## src/logic/fdcr_pkg.sv

```systemverilog
/*
 * Constants, field layout, register map and types for the floppy rate
 * and mode selector. Assumes a single 25 MHz clock and a plain register port.
 */
package fdcr_pkg;
    typedef enum logic [1:0] {FDCR_MODE_EXT, FDCR_MODE_INT, FDCR_MODE_REG} fdcr_mode_t;

    localparam int ADDR_W = 3;
    localparam logic [2:0] ADDR_CMD = 3'h0;
    localparam logic [2:0] ADDR_DOR = 3'h1;
    localparam logic [2:0] ADDR_CTRL = 3'h2;
    localparam logic [2:0] ADDR_DRV = 3'h3;
    localparam logic [2:0] ADDR_STAT = 3'h4;
    localparam logic [2:0] ADDR_SETUP = 3'h5;

    localparam logic [2:0] OP_INT_SETUP = 3'h1;
    localparam logic [2:0] OP_GO_EXT = 3'h2;
    localparam logic [2:0] OP_FORMAT = 3'h3;
    localparam logic [2:0] OP_SPINDLE = 3'h4;
    localparam logic [2:0] OP_UNIT = 3'h5;
    localparam int OP_LSB = 5;

    localparam int DOR_SEL_LSB = 0;
    localparam int DOR_SEL_EN_BIT = 2;
    localparam int DOR_MOTOR_LSB = 4;
    localparam int CTRL_FM_BIT = 2;
    localparam int PL_PRECOMP_LSB = 2;
    localparam int PL_UNIT_EN_BIT = 2;

    localparam int DRV_DIR = 0;
    localparam int DRV_FAULT_RESET_OUT = 1;
    localparam int DRV_HEAD_LOAD_OUT = 2;
    localparam int DRV_LCT = 3;
    localparam int DRV_SIDE = 4;
    localparam int DRV_STEP = 5;
    localparam int DRV_WG = 6;

    localparam logic [9:0] RATE_150 = 10'h096;
    localparam logic [9:0] RATE_250 = 10'h0FA;
    localparam logic [9:0] RATE_300 = 10'h12C;
    localparam logic [9:0] RATE_500 = 10'h1F4;
    localparam logic [9:0] RATE_600 = 10'h258;

    localparam logic [1:0] DEN_LOWRATE = 2'h2;
    localparam logic [1:0] DEN_500 = 2'h3;
    localparam logic [1:0] DEN_300 = 2'h0;
    localparam logic [1:0] DEN_RESET = 2'h3;
    localparam logic [9:0] RATE_RESET = 10'h1F4;
    localparam logic [7:0] REG_RESET = 8'h00;
endpackage

```

## src/logic/fdcr_selector.sv

```systemverilog
/*
 * Mode, transfer rate, density and drive-output selector.
 * Assumes a 25 MHz clk, synchronous inputs, and a host that uses the
 * plain register port with one-cycle strobes.
 */
`timescale 1ns/1ps
module fdcr_selector (
    input wire logic clk,
    input wire logic rst_n,
    input wire logic ce,
    input wire logic [2:0] addr,
    input wire logic [7:0] wdata,
    input wire logic wr_stb,
    input wire logic rd_stb,
    output logic [7:0] rdata,
    input wire logic polarity_select,
    input wire logic mode_select_pin,
    input wire logic rate_pin_low,
    input wire logic rate_pin_high,
    input wire logic precomp_select_low,
    input wire logic precomp_select_high,
    input wire logic format_select_pin,
    input wire logic clock_b_fast,
    input wire logic clock_b_chained,
    output logic density_out_low,
    output logic density_out_high,
    output logic [3:0] drive_selects,
    output logic [3:0] motor_enables,
    output logic direction_out,
    output logic fault_reset_out,
    output logic head_load_out,
    output logic low_current_out,
    output logic side_out,
    output logic step_out,
    output logic write_gate_out,
    output logic int_out,
    output logic dma_request_out,
    output logic data_bus_oe_n,
    output logic [9:0] rate_kbps,
    output logic fm_mode_out,
    output logic format_out,
    output logic [2:0] precomp_amount,
    output logic [1:0] mode_out,
    output logic rate_unavailable
);
    fdcr_pkg::fdcr_mode_t mode;
    logic [7:0] dor;
    logic [7:0] ctrl;
    logic [7:0] drv;
    logic [1:0] int_rate;
    logic [2:0] int_precomp;
    logic int_format;
    logic [3:0] int_motors;
    logic [1:0] int_unit;
    logic int_unit_en;
    logic [3:0] sel_q;
    logic [3:0] mot_q;
    logic [6:0] drv_q;
    logic [1:0] den_q;
    logic int_q;
    logic cmd_wr;
    logic [2:0] opcode;
    logic [1:0] next_code;
    logic [3:0] next_sel;
    logic [3:0] next_mot;
    logic [2:0] next_precomp;
    logic next_format;
    logic [9:0] map_rate;
    logic [1:0] map_den;
    logic map_uses_b;
    logic [7:0] next_rdata;

    // one-hot drive select, all inactive unless enabled
    function automatic logic [3:0] unit_onehot(input logic [1:0] unit, input logic en);
        unit_onehot = en ? (4'h1 << unit) : 4'h0;
    endfunction

    assign opcode = wdata[7:fdcr_pkg::OP_LSB];
    // commands only mean something while the mode pin is low
    assign cmd_wr = wr_stb && (addr == fdcr_pkg::ADDR_CMD) && !mode_select_pin;

    // operating mode
    always_ff @(posedge clk or negedge rst_n)
    begin
        if (!rst_n)
        begin
            mode <= fdcr_pkg::FDCR_MODE_EXT;
        end
        else if (ce)
        begin
            if (mode_select_pin)
            begin
                mode <= fdcr_pkg::FDCR_MODE_REG;
            end
            else if (mode == fdcr_pkg::FDCR_MODE_REG)
            begin
                mode <= fdcr_pkg::FDCR_MODE_EXT;
            end
            else if (cmd_wr && opcode == fdcr_pkg::OP_INT_SETUP)
            begin
                mode <= fdcr_pkg::FDCR_MODE_INT;
            end
            else if (cmd_wr && opcode == fdcr_pkg::OP_GO_EXT)
            begin
                mode <= fdcr_pkg::FDCR_MODE_EXT;
            end
        end
    end

    // settings carried by commands
    always_ff @(posedge clk or negedge rst_n)
    begin
        if (!rst_n)
        begin
            int_rate <= 2'h0;
            int_precomp <= 3'h0;
            int_format <= 1'b0;
            int_motors <= 4'h0;
            int_unit <= 2'h0;
            int_unit_en <= 1'b0;
        end
        else if (ce && cmd_wr)
        begin
            case (opcode)
                fdcr_pkg::OP_INT_SETUP:
                begin
                    int_rate <= wdata[1:0];
                    int_precomp <= wdata[fdcr_pkg::PL_PRECOMP_LSB +: 3];
                end
                fdcr_pkg::OP_FORMAT: int_format <= wdata[0];
                fdcr_pkg::OP_SPINDLE: int_motors <= wdata[3:0];
                fdcr_pkg::OP_UNIT:
                begin
                    int_unit <= wdata[1:0];
                    int_unit_en <= wdata[fdcr_pkg::PL_UNIT_EN_BIT];
                end
                default:
                begin
                end
            endcase
        end
    end

    // digital output register
    always_ff @(posedge clk or negedge rst_n)
    begin
        if (!rst_n)
        begin
            dor <= fdcr_pkg::REG_RESET;
        end
        else if (ce && wr_stb && addr == fdcr_pkg::ADDR_DOR)
        begin
            dor <= wdata;
        end
    end

    // control register: rate bits and single-density flag
    always_ff @(posedge clk or negedge rst_n)
    begin
        if (!rst_n)
        begin
            ctrl <= fdcr_pkg::REG_RESET;
        end
        else if (ce && wr_stb && addr == fdcr_pkg::ADDR_CTRL)
        begin
            ctrl <= wdata;
        end
    end

    // drive control levels in logical sense
    always_ff @(posedge clk or negedge rst_n)
    begin
        if (!rst_n)
        begin
            drv <= fdcr_pkg::REG_RESET;
        end
        else if (ce && wr_stb && addr == fdcr_pkg::ADDR_DRV)
        begin
            drv <= wdata;
        end
    end

    // sources chosen by mode
    always_comb
    begin
        next_code = {rate_pin_high, rate_pin_low};
        next_sel = unit_onehot(int_unit, int_unit_en);
        next_mot = int_motors;
        next_precomp = {rate_pin_high, precomp_select_high, precomp_select_low};
        next_format = format_select_pin;
        case (mode)
            fdcr_pkg::FDCR_MODE_REG:
            begin
                next_code = ctrl[1:0];
                next_sel = unit_onehot(dor[fdcr_pkg::DOR_SEL_LSB +: 2], dor[fdcr_pkg::DOR_SEL_EN_BIT]);
                next_mot = dor[fdcr_pkg::DOR_MOTOR_LSB +: 4];
            end
            fdcr_pkg::FDCR_MODE_INT:
            begin
                next_code = int_rate;
                next_precomp = int_precomp;
                next_format = int_format;
            end
            default:
            begin
            end
        endcase
    end

    fdcr_rate_map u_map (
        .reg_mode(mode == fdcr_pkg::FDCR_MODE_REG),
        .code(next_code),
        .rate_pin_high(rate_pin_high),
        .clock_b_fast(clock_b_fast),
        .fm(ctrl[fdcr_pkg::CTRL_FM_BIT]),
        .rate_kbps(map_rate),
        .den_code(map_den),
        .uses_clock_b(map_uses_b)
    );

    // rate, density and status outputs
    always_ff @(posedge clk or negedge rst_n)
    begin
        if (!rst_n)
        begin
            rate_kbps <= fdcr_pkg::RATE_RESET;
            den_q <= fdcr_pkg::DEN_RESET;
            fm_mode_out <= 1'b0;
            format_out <= 1'b0;
            precomp_amount <= 3'h0;
            mode_out <= 2'h0;
            rate_unavailable <= 1'b0;
        end
        else if (ce)
        begin
            rate_kbps <= map_rate;
            den_q <= map_den;
            fm_mode_out <= ctrl[fdcr_pkg::CTRL_FM_BIT];
            format_out <= next_format;
            precomp_amount <= next_precomp;
            mode_out <= mode;
            // with clock A chained into clock B only 500 and 250 are valid
            rate_unavailable <= clock_b_chained && map_uses_b;
        end
    end

    // drive-side logical levels; reset leaves every one inactive
    always_ff @(posedge clk or negedge rst_n)
    begin
        if (!rst_n)
        begin
            sel_q <= 4'h0;
            mot_q <= 4'h0;
            drv_q <= 7'h00;
        end
        else if (ce)
        begin
            sel_q <= next_sel;
            mot_q <= next_mot;
            drv_q <= drv[6:0];
        end
    end

    // pin levels follow the polarity input even while reset holds
    assign drive_selects = sel_q ^ {4{polarity_select}};
    assign motor_enables = mot_q ^ {4{polarity_select}};
    assign direction_out = drv_q[fdcr_pkg::DRV_DIR] ^ polarity_select;
    assign fault_reset_out = drv_q[fdcr_pkg::DRV_FAULT_RESET_OUT] ^ polarity_select;
    assign head_load_out = drv_q[fdcr_pkg::DRV_HEAD_LOAD_OUT] ^ polarity_select;
    assign low_current_out = drv_q[fdcr_pkg::DRV_LCT] ^ polarity_select;
    assign side_out = drv_q[fdcr_pkg::DRV_SIDE] ^ polarity_select;
    assign step_out = drv_q[fdcr_pkg::DRV_STEP] ^ polarity_select;
    assign write_gate_out = drv_q[fdcr_pkg::DRV_WG] ^ polarity_select;
    // table values are active-low, so invert for polarity 0
    assign density_out_low = den_q[0] ^ ~polarity_select;
    assign density_out_high = den_q[1] ^ ~polarity_select;

    // command-done flag; a new command beats a status read clear
    always_ff @(posedge clk or negedge rst_n)
    begin
        if (!rst_n)
        begin
            int_q <= 1'b0;
        end
        else if (ce)
        begin
            if (cmd_wr)
            begin
                int_q <= 1'b1;
            end
            else if (rd_stb && addr == fdcr_pkg::ADDR_STAT)
            begin
                int_q <= 1'b0;
            end
        end
    end

    // interrupt and dma request
    always_ff @(posedge clk or negedge rst_n)
    begin
        if (!rst_n)
        begin
            int_out <= 1'b0;
            dma_request_out <= 1'b0;
        end
        else if (ce)
        begin
            int_out <= int_q;
            // no transfer engine here, the request stays idle
            dma_request_out <= 1'b0;
        end
    end

    // read mux
    always_comb
    begin
        next_rdata = 8'h00;
        case (addr)
            fdcr_pkg::ADDR_DOR: next_rdata = dor;
            fdcr_pkg::ADDR_CTRL: next_rdata = ctrl;
            fdcr_pkg::ADDR_DRV: next_rdata = drv;
            fdcr_pkg::ADDR_STAT:
                next_rdata = {precomp_amount, rate_unavailable, format_out, fm_mode_out, mode_out};
            fdcr_pkg::ADDR_SETUP:
                next_rdata = {int_motors, int_unit, next_code};
            default: next_rdata = 8'h00;
        endcase
    end

    // read data stands for the one cycle after the strobe
    always_ff @(posedge clk or negedge rst_n)
    begin
        if (!rst_n)
        begin
            rdata <= 8'h00;
            data_bus_oe_n <= 1'b1;
        end
        else if (ce)
        begin
            rdata <= rd_stb ? next_rdata : 8'h00;
            data_bus_oe_n <= !rd_stb;
        end
    end
endmodule

```

## src/logic/fdcr_rate_map.sv

```systemverilog
/*
 * Rate and density lookup for the selector.
 * Purely combinational; the caller registers the results.
 */
`timescale 1ns/1ps
module fdcr_rate_map (
    input wire logic reg_mode,
    input wire logic [1:0] code,
    input wire logic rate_pin_high,
    input wire logic clock_b_fast,
    input wire logic fm,
    output logic [9:0] rate_kbps,
    output logic [1:0] den_code,
    output logic uses_clock_b
);
    logic [1:0] cls;
    logic [9:0] mfm;

    // classes: 0 = 250, 1 = 500, 2 = 150/300, 3 = 300/600
    always_comb
    begin
        cls = code;
        if (reg_mode)
        begin
            case (code)
                2'h0: cls = 2'h1;
                2'h1: cls = rate_pin_high ? 2'h3 : 2'h0;
                2'h2: cls = 2'h0;
                default: cls = 2'h2;
            endcase
        end
        case (cls)
            2'h0: mfm = fdcr_pkg::RATE_250;
            2'h1: mfm = fdcr_pkg::RATE_500;
            2'h2: mfm = clock_b_fast ? fdcr_pkg::RATE_300 : fdcr_pkg::RATE_150;
            default: mfm = clock_b_fast ? fdcr_pkg::RATE_600 : fdcr_pkg::RATE_300;
        endcase
        case (cls)
            2'h1: den_code = fdcr_pkg::DEN_500;
            2'h3: den_code = fdcr_pkg::DEN_300;
            default: den_code = fdcr_pkg::DEN_LOWRATE;
        endcase
        uses_clock_b = cls[1];
        rate_kbps = fm ? {1'b0, mfm[9:1]} : mfm;
    end
endmodule

```

## config.mk

```make
export PLATFORM = sky130hd
export DESIGN_NAME = fdcr_selector
export DESIGN_NICKNAME = d
export VERILOG_FILES = /design/src/logic/fdcr_pkg.sv /design/src/logic/fdcr_selector.sv /design/src/logic/fdcr_rate_map.sv
export SDC_FILE = /design/constraint.sdc
export NUM_CORES = 1
export LEC_CHECK = 0
export BUFFER_PORTS_ARGS = -buffer_cell sky130_fd_sc_hd__buf_2
export CAP_MARGIN = 20
export CORE_ASPECT_RATIO = 1.75
export CORE_MARGIN = 2
export CORE_UTILIZATION = 45
export CTS_CLUSTER_DIAMETER = 60
export DETAILED_ROUTE_END_ITERATION = 8
export HOLD_SLACK_MARGIN = 0.08
export PLACE_DENSITY = 0.66
export SLEW_MARGIN = 20
export SYNTH_ARGS = -nofsm -noshare
export SYNTH_HDL_FRONTEND = slang
export SYNTH_HIERARCHICAL = 1
export SYNTH_SLANG_ARGS = --single-unit
```

## constraint.sdc

```tcl
create_clock -name clk -period 3.63 [get_ports clk]
set_clock_uncertainty 0.2 [all_clocks]
set_input_delay 0.363 -clock clk [delete_from_list [all_inputs] [get_ports clk]]
set_output_delay 0.363 -clock clk [all_outputs]
set_load 0.01 [all_outputs]
```

Yosys cells after proc, flatten, opt, wreduce, memory -nomap -nowiden
Index checks and enable logic that the tools add are counted.

cells by class
  equal/unequal tests = 17
  shift operators = 2
  muxes and demuxes = 23
  bitwise operators = 12
  reductions and logical operators = 24

operator list
  kind                                             count
  one-hot mux 8 bit (5 select lines)               1
  one-hot mux 10 bit (3 select lines)              1
  two-way mux 10 bit                               2
  two-way mux 4 bit                                4
  == test 3 x 2 -> 1 bit, second input constant    4
  == test 3 bit, second input constant             4
  two-way mux 2 bit                                6
  AND reduction 2 bit                              6
  logical AND 1 bit                                11
  two-way mux 9 bit                                1
  bitwise XOR 1 bit                                9
  == test 2 bit, second input constant             4
  two-way mux 8 bit                                1
  one-hot mux 2 bit (2 select lines)               2
  << shifter 1 x 2 -> 4 bit, first input constant  2
  bitwise XOR 4 bit                                2
  == test 2 x 1 -> 1 bit, second input constant    3
  == test 3 x 1 -> 1 bit, second input constant    2
  one-hot mux 2 bit (3 select lines)               1
  logical NOT 2 bit                                2
  nonzero test 4 bit                               1
  logical NOT 3 bit                                1
  two-way mux 1 bit                                3
  two-way mux 3 bit                                1
  other kinds (3)                                  4

storage, ports and cells
  flip-flop bits (word level) = 85
  input port bits = 25
  output and inout bits = 46
  word-level logic and storage cells = 102

Logic depth before layout (Yosys ltp)
  depth after elaboration = 8
  gate-level depth with buffers = 13
  gate-level depth less buffers = 12

Cells and area by module
The synthesis kept the hierarchy.

modules (own cells, without submodules)
  module         times used  cells each  area each (um^2)  seq. area each (um^2)
  fdcr_selector  1           321         3986.3            2138.3
  fdcr_rate_map  1           54          370.4             0.0

Worst setup path before layout
Ideal clock, no wire load.

  path type = flip-flop to flip-flop
  from = register mode[1]
  to = register rate_kbps[3]
  data arrival time = 2636 ps
  slack = 669 ps
  cell stages (with the launch flop) = 14
  buffers on the path = 1
  period minus slack after synthesis = 2961 ps
  cells stage by stage = dfrtp_1 > inv_1 > ha_1 > clkbuf_1 > a221oi_1 > a21oi_1 > nor2b_1 > nor2_1 > inv_1 > ha_1 > a2111oi_0 > a21o_1 > nor2_1 > mux2_2

between the ends
  longest elaborated chain between the ends = 8

ends and longest elaborated chain
  item                                                            RTL line              RTL
  from (decl)                                                     fdcr_selector.sv:46   fdcr_pkg::fdcr_mode_t mode;
  from (signal assigned)                                          fdcr_selector.sv:87   mode <= fdcr_pkg::FDCR_MODE_EXT;
  from (signal assigned)                                          fdcr_selector.sv:93   mode <= fdcr_pkg::FDCR_MODE_REG;
  from (signal assigned)                                          fdcr_selector.sv:97   mode <= fdcr_pkg::FDCR_MODE_EXT;
  == test 2 x 1 -> 1 bit / == test 2 bit (equally long branches)  fdcr_selector.sv:191  case (mode)
  one-hot mux 2 bit (2 select lines) *                            fdcr_selector.sv:191
  net next_code[0]                                                fdcr_selector.sv:63   logic [1:0] next_code;
  == test 2 bit (tied with other cells)                           fdcr_rate_map.sv:25   case (code)
  one-hot mux 2 bit (3 select lines) *                            fdcr_rate_map.sv:25
  two-way mux 2 bit *                                             fdcr_rate_map.sv:23   if (reg_mode)
  net map_uses_b                                                  fdcr_selector.sv:70   logic map_uses_b;
  == test 2 bit (tied with other cells)                           fdcr_rate_map.sv:32   case (cls)
  one-hot mux 10 bit (3 select lines) *                           fdcr_rate_map.sv:32
  two-way mux 10 bit *                                            fdcr_rate_map.sv:44   rate_kbps = fm ? {1'b0, mfm[9:1]} : mfm;
  net map_rate[3]                                                 fdcr_selector.sv:68   logic [9:0] map_rate;
  to (signal assigned)                                            fdcr_selector.sv:226  rate_kbps <= fdcr_pkg::RATE_RESET;
  to (signal assigned)                                            fdcr_selector.sv:236  rate_kbps <= map_rate;
  to (decl)                                                       fdcr_selector.sv:39   output logic [9:0] rate_kbps,

The timed path passes the listed nets; every way through them passes the cells marked *.
A chain may end at the register's enable or synchronous reset.

Worst setup path in the final report
  from = register mode[0]
  to = register rate_kbps[3]

The elaborated chain is that of the path after synthesis.

==> results.md <==
- Die area: 10,520 um^2
- R2R Path Start: mode[0]
- Initial antenna violation count: 0
- Vias per cell: 5.572
- Post-Syn Instances: 375
- Run status: completed
- Max-cap violations: 0
- Setup crit start kind: flop
- Crit-path cells: inv_1 > ha_1 > a221oi_1 > a21oi_1 > nor2b_1 > nor2_1 > ha_1 > nor2b_1 > a21o_1 > nor2_1 > mux2_2
- Die H: 134.2 um
- Wire per inst: approximately 18 um
- Synth cell types: 48
- Share of layout cells above drive strength 1: 38.55%
- DRT iter0 DRCs: ~200
- Final min period: 3330 ps
- Row cnt: 47
- Placed Area: between 4000 and 5000 um^2
- RSZ-0062 raised after global routing: false
- Leading cell types in the layout, fill and taps excluded: dfrtp_1, mux2_2, buf_2
- Setup tns final: 0 ps
- CTS buffer count: 9
- Final #Nets: 469
- Synthesized Nets: 408
- # fillers: 826
- Die X: 78.38 um
- Hold Vio Cnt, Final: 0
- CP Data Arrival Time: 3350 ps
- Worst setup startpoint: mode[0]
- Total GRT Usage: between 20% and 30%
- Worst slack, placed: 355.7 ps
- R2R setup slack: 300 ps
- Cell family with most CP delay: simple AND/OR/NAND/NOR gates
- Worst Hold Class: in -> reg
- Slowest cell on crit path: ha_1
- Top_reg_cell synth: dfrtp_1
- CP max FO: 15
- PwrDens: 583.8 nW/um^2
- Core outline area: around 9500 um^2
- Clock latency on the worst-skew pair: 340 ps
- Area grow syn2layout: 16.17%
- H-tree levels: 3
- Worst R2R Path Depth: 11
- Placer Congestion: 0.8754
- Pin count of the biggest net entering global routing: 54
- DRC: 0
- Final worst-path cycle share: 91.73%
- Relative slew slack: between 40% and 50%
- Number of cells on the critical path: 11
- Most common cell after layout, fill and taps aside: dfrtp_1
- Reg clk slew, reported paths: 60 ps
- Vias: ~3,100
- Vias in the first global route: 3,191
- Drt pass-1 iters: 4
- CTS sink count: 85
- Post-DP HPWL: 7727 um
- Worst Tran Pin Value: 780.9 ps
- Fmax: ~300 MHz
- RR Endpoint: rate_kbps[3]
- Asr flop ratio synth: 100.0%
- Mean Syn Cell Area: 11.62 um^2
- Buffers on Ports: 69
- Worst Path Required: ~3700 ps
- Final wirelength: 10,380 um
- Design Area, Final: 5061 um^2
- Reg area: 2138 um^2
- GRT overflow: 0
- Multi-input logic area: 2028 um^2
- Warnings, synthesis: 6
- CTS root buffer: clkbuf_16
- Final setup viols: 0
- Global-route wire length before repair: between 15,000 and 20,000 um
- Register area share after synthesis: 49.08%
- Post-synth EDFFs: 0
- Pins Over Slew Limit: 0
- CP max stage delay: 510 ps
- Worst setup path class: reg -> reg
- CTS Buffer Depth: 2
- # diodes: 0
- Post-Syn Area: 4357 um^2
- CP Buf/Inv Count: 1
- Ports: 71
- Setup ws final: 300.3 ps
- Routed Antenna Nets: 0
- Layout Utilization: 53.46%
- Initial Util: 46.02%
- Static leakage: 2.324 nW
- Critical Path End: rate_kbps[3]
- Post-CTS Setup Bufs: 0
- Peak supply drop: 0.3535 mV
- #FFs+latches synth: 85
- CP Capture Type: flop
- CTS tree: built
[metal layers]
metal,up-vias,track usage [%],routed length [um]
li1,1487,-,-
met1,1542,25.30,4068
met2,86,36.64,5473
met3,22,4.307,397
met4,0,11.01,439
met5,-,0,0
[worst register-to-register path, stage by stage (launching register included)]
cell	delay (ps)
dfrtp_1	390
inv_1	80
ha_1	350
a221oi_1	60
a21oi_1	310
nor2b_1	110
nor2_1	270
ha_1	510
nor2b_1	440
a21o_1	190
nor2_1	40
mux2_2	260
[layout make-up]
cell class                      instances  share of cell area [%]
Tap cell                              122                   3.016
Clock buffer                           12                   4.870
Multi-Input combinational cell        250                   40.07
Timing Repair Buffer                   74                   7.664
Inverter                               16                   1.187
Sequential cell                        85                   42.25
Clock inverter                          4                  0.9394
[cells by family (layout without fill, tap and decap cells)]
logic type	Yosys count	after routing	synth area share [%]
fa+ha+maj	8	8	2.298
other cells	1	1	0.08607
buf+inv	40	106	4.365
xor+xnor	19	19	3.820
flops	85	85	49.08
compound gates	72	72	11.37
mux	78	78	19.87
simple gates	72	72	9.104
[worst min-delay path by stage]
| stage | start | endpoint | slack (ps) | cells after the start |
|---|---|---|---|---|
| 6_report | rd_stb | data_bus_oe_n | 90 | 2 |
| 5_1_grt | mode_select_pin | mode[1] | 100 | 3 |
| 4_1_cts | rd_stb | data_bus_oe_n | 80 | 2 |
| 3_5_place_dp | rst_n | precomp_amount[1] | 250 | 1 |
| 3_3_place_gp | rst_n | precomp_amount[0] | 240 | 1 |
| 2_1_floorplan | rst_n | ctrl[0] | -130 | 0 |
[power by group]
part           switching (mW)  internal, mW  leakage, nW  total, mW
Clock                   0.358         0.550        0.143      0.908
Sequential              0.139          1.16         1.06       1.30
Combinational           0.386         0.362         1.12      0.748
[through the flow]
step / instances / power [mW] / hold WS, ps
after floorplan: 375 / 1.793 / -132.6
after global placement: 546 / 2.042 / 236.5
after detailed placement: 546 / 2.069 / 248.1
after CTS: 563 / 2.985 / 81.84
after global routing: 563 / 3.129 / 98.73
final: 563 / 2.955 / 87.06
[sequential cells by signal (all words and copies together) (netlist names), 3 cells and up]
register / flops
int_motors: 4
dor: 8
rate_kbps: 10
drv: 8
rdata: 8
sel_q: 4
ctrl: 8
mot_q: 4
drv_q: 7
precomp_amount: 3
int_precomp: 3
[synthesized netlist by cell type (3+ instances only)]
master | number | area, um^2
dfrtp_1 | 76 | 1902
mux2_2 | 68 | 765.7
a21oi_1 | 29 | 145.1
nor2_1 | 19 | 71.32
xor2_1 | 16 | 140.1
inv_1 | 15 | 56.30
nor3_1 | 12 | 60.06
mux2i_1 | 10 | 100.1
a221oi_1 | 9 | 78.83
clkbuf_1 | 9 | 33.78
dfstp_2 | 9 | 236.5
buf_2 | 8 | 40.04
ha_1 | 8 | 100.1
a221o_1 | 7 | 70.07
nand2_1 | 7 | 26.28
nand3_1 | 7 | 35.03
nor2b_1 | 7 | 43.79
o21ai_0 | 7 | 35.03
nor3b_1 | 4 | 30.03
o31ai_1 | 4 | 30.03
buf_6 | 3 | 33.78
nand2b_1 | 3 | 18.77
xnor2_1 | 3 | 26.28
[what timing repair did]
item | in CTS | in global routing
endpoints found under the hold margin | 51 | 0
gates resized for setup | 0 | 0
hold buffers | 1 | 0
Note: power is estimated with default switching activity, not from simulation.
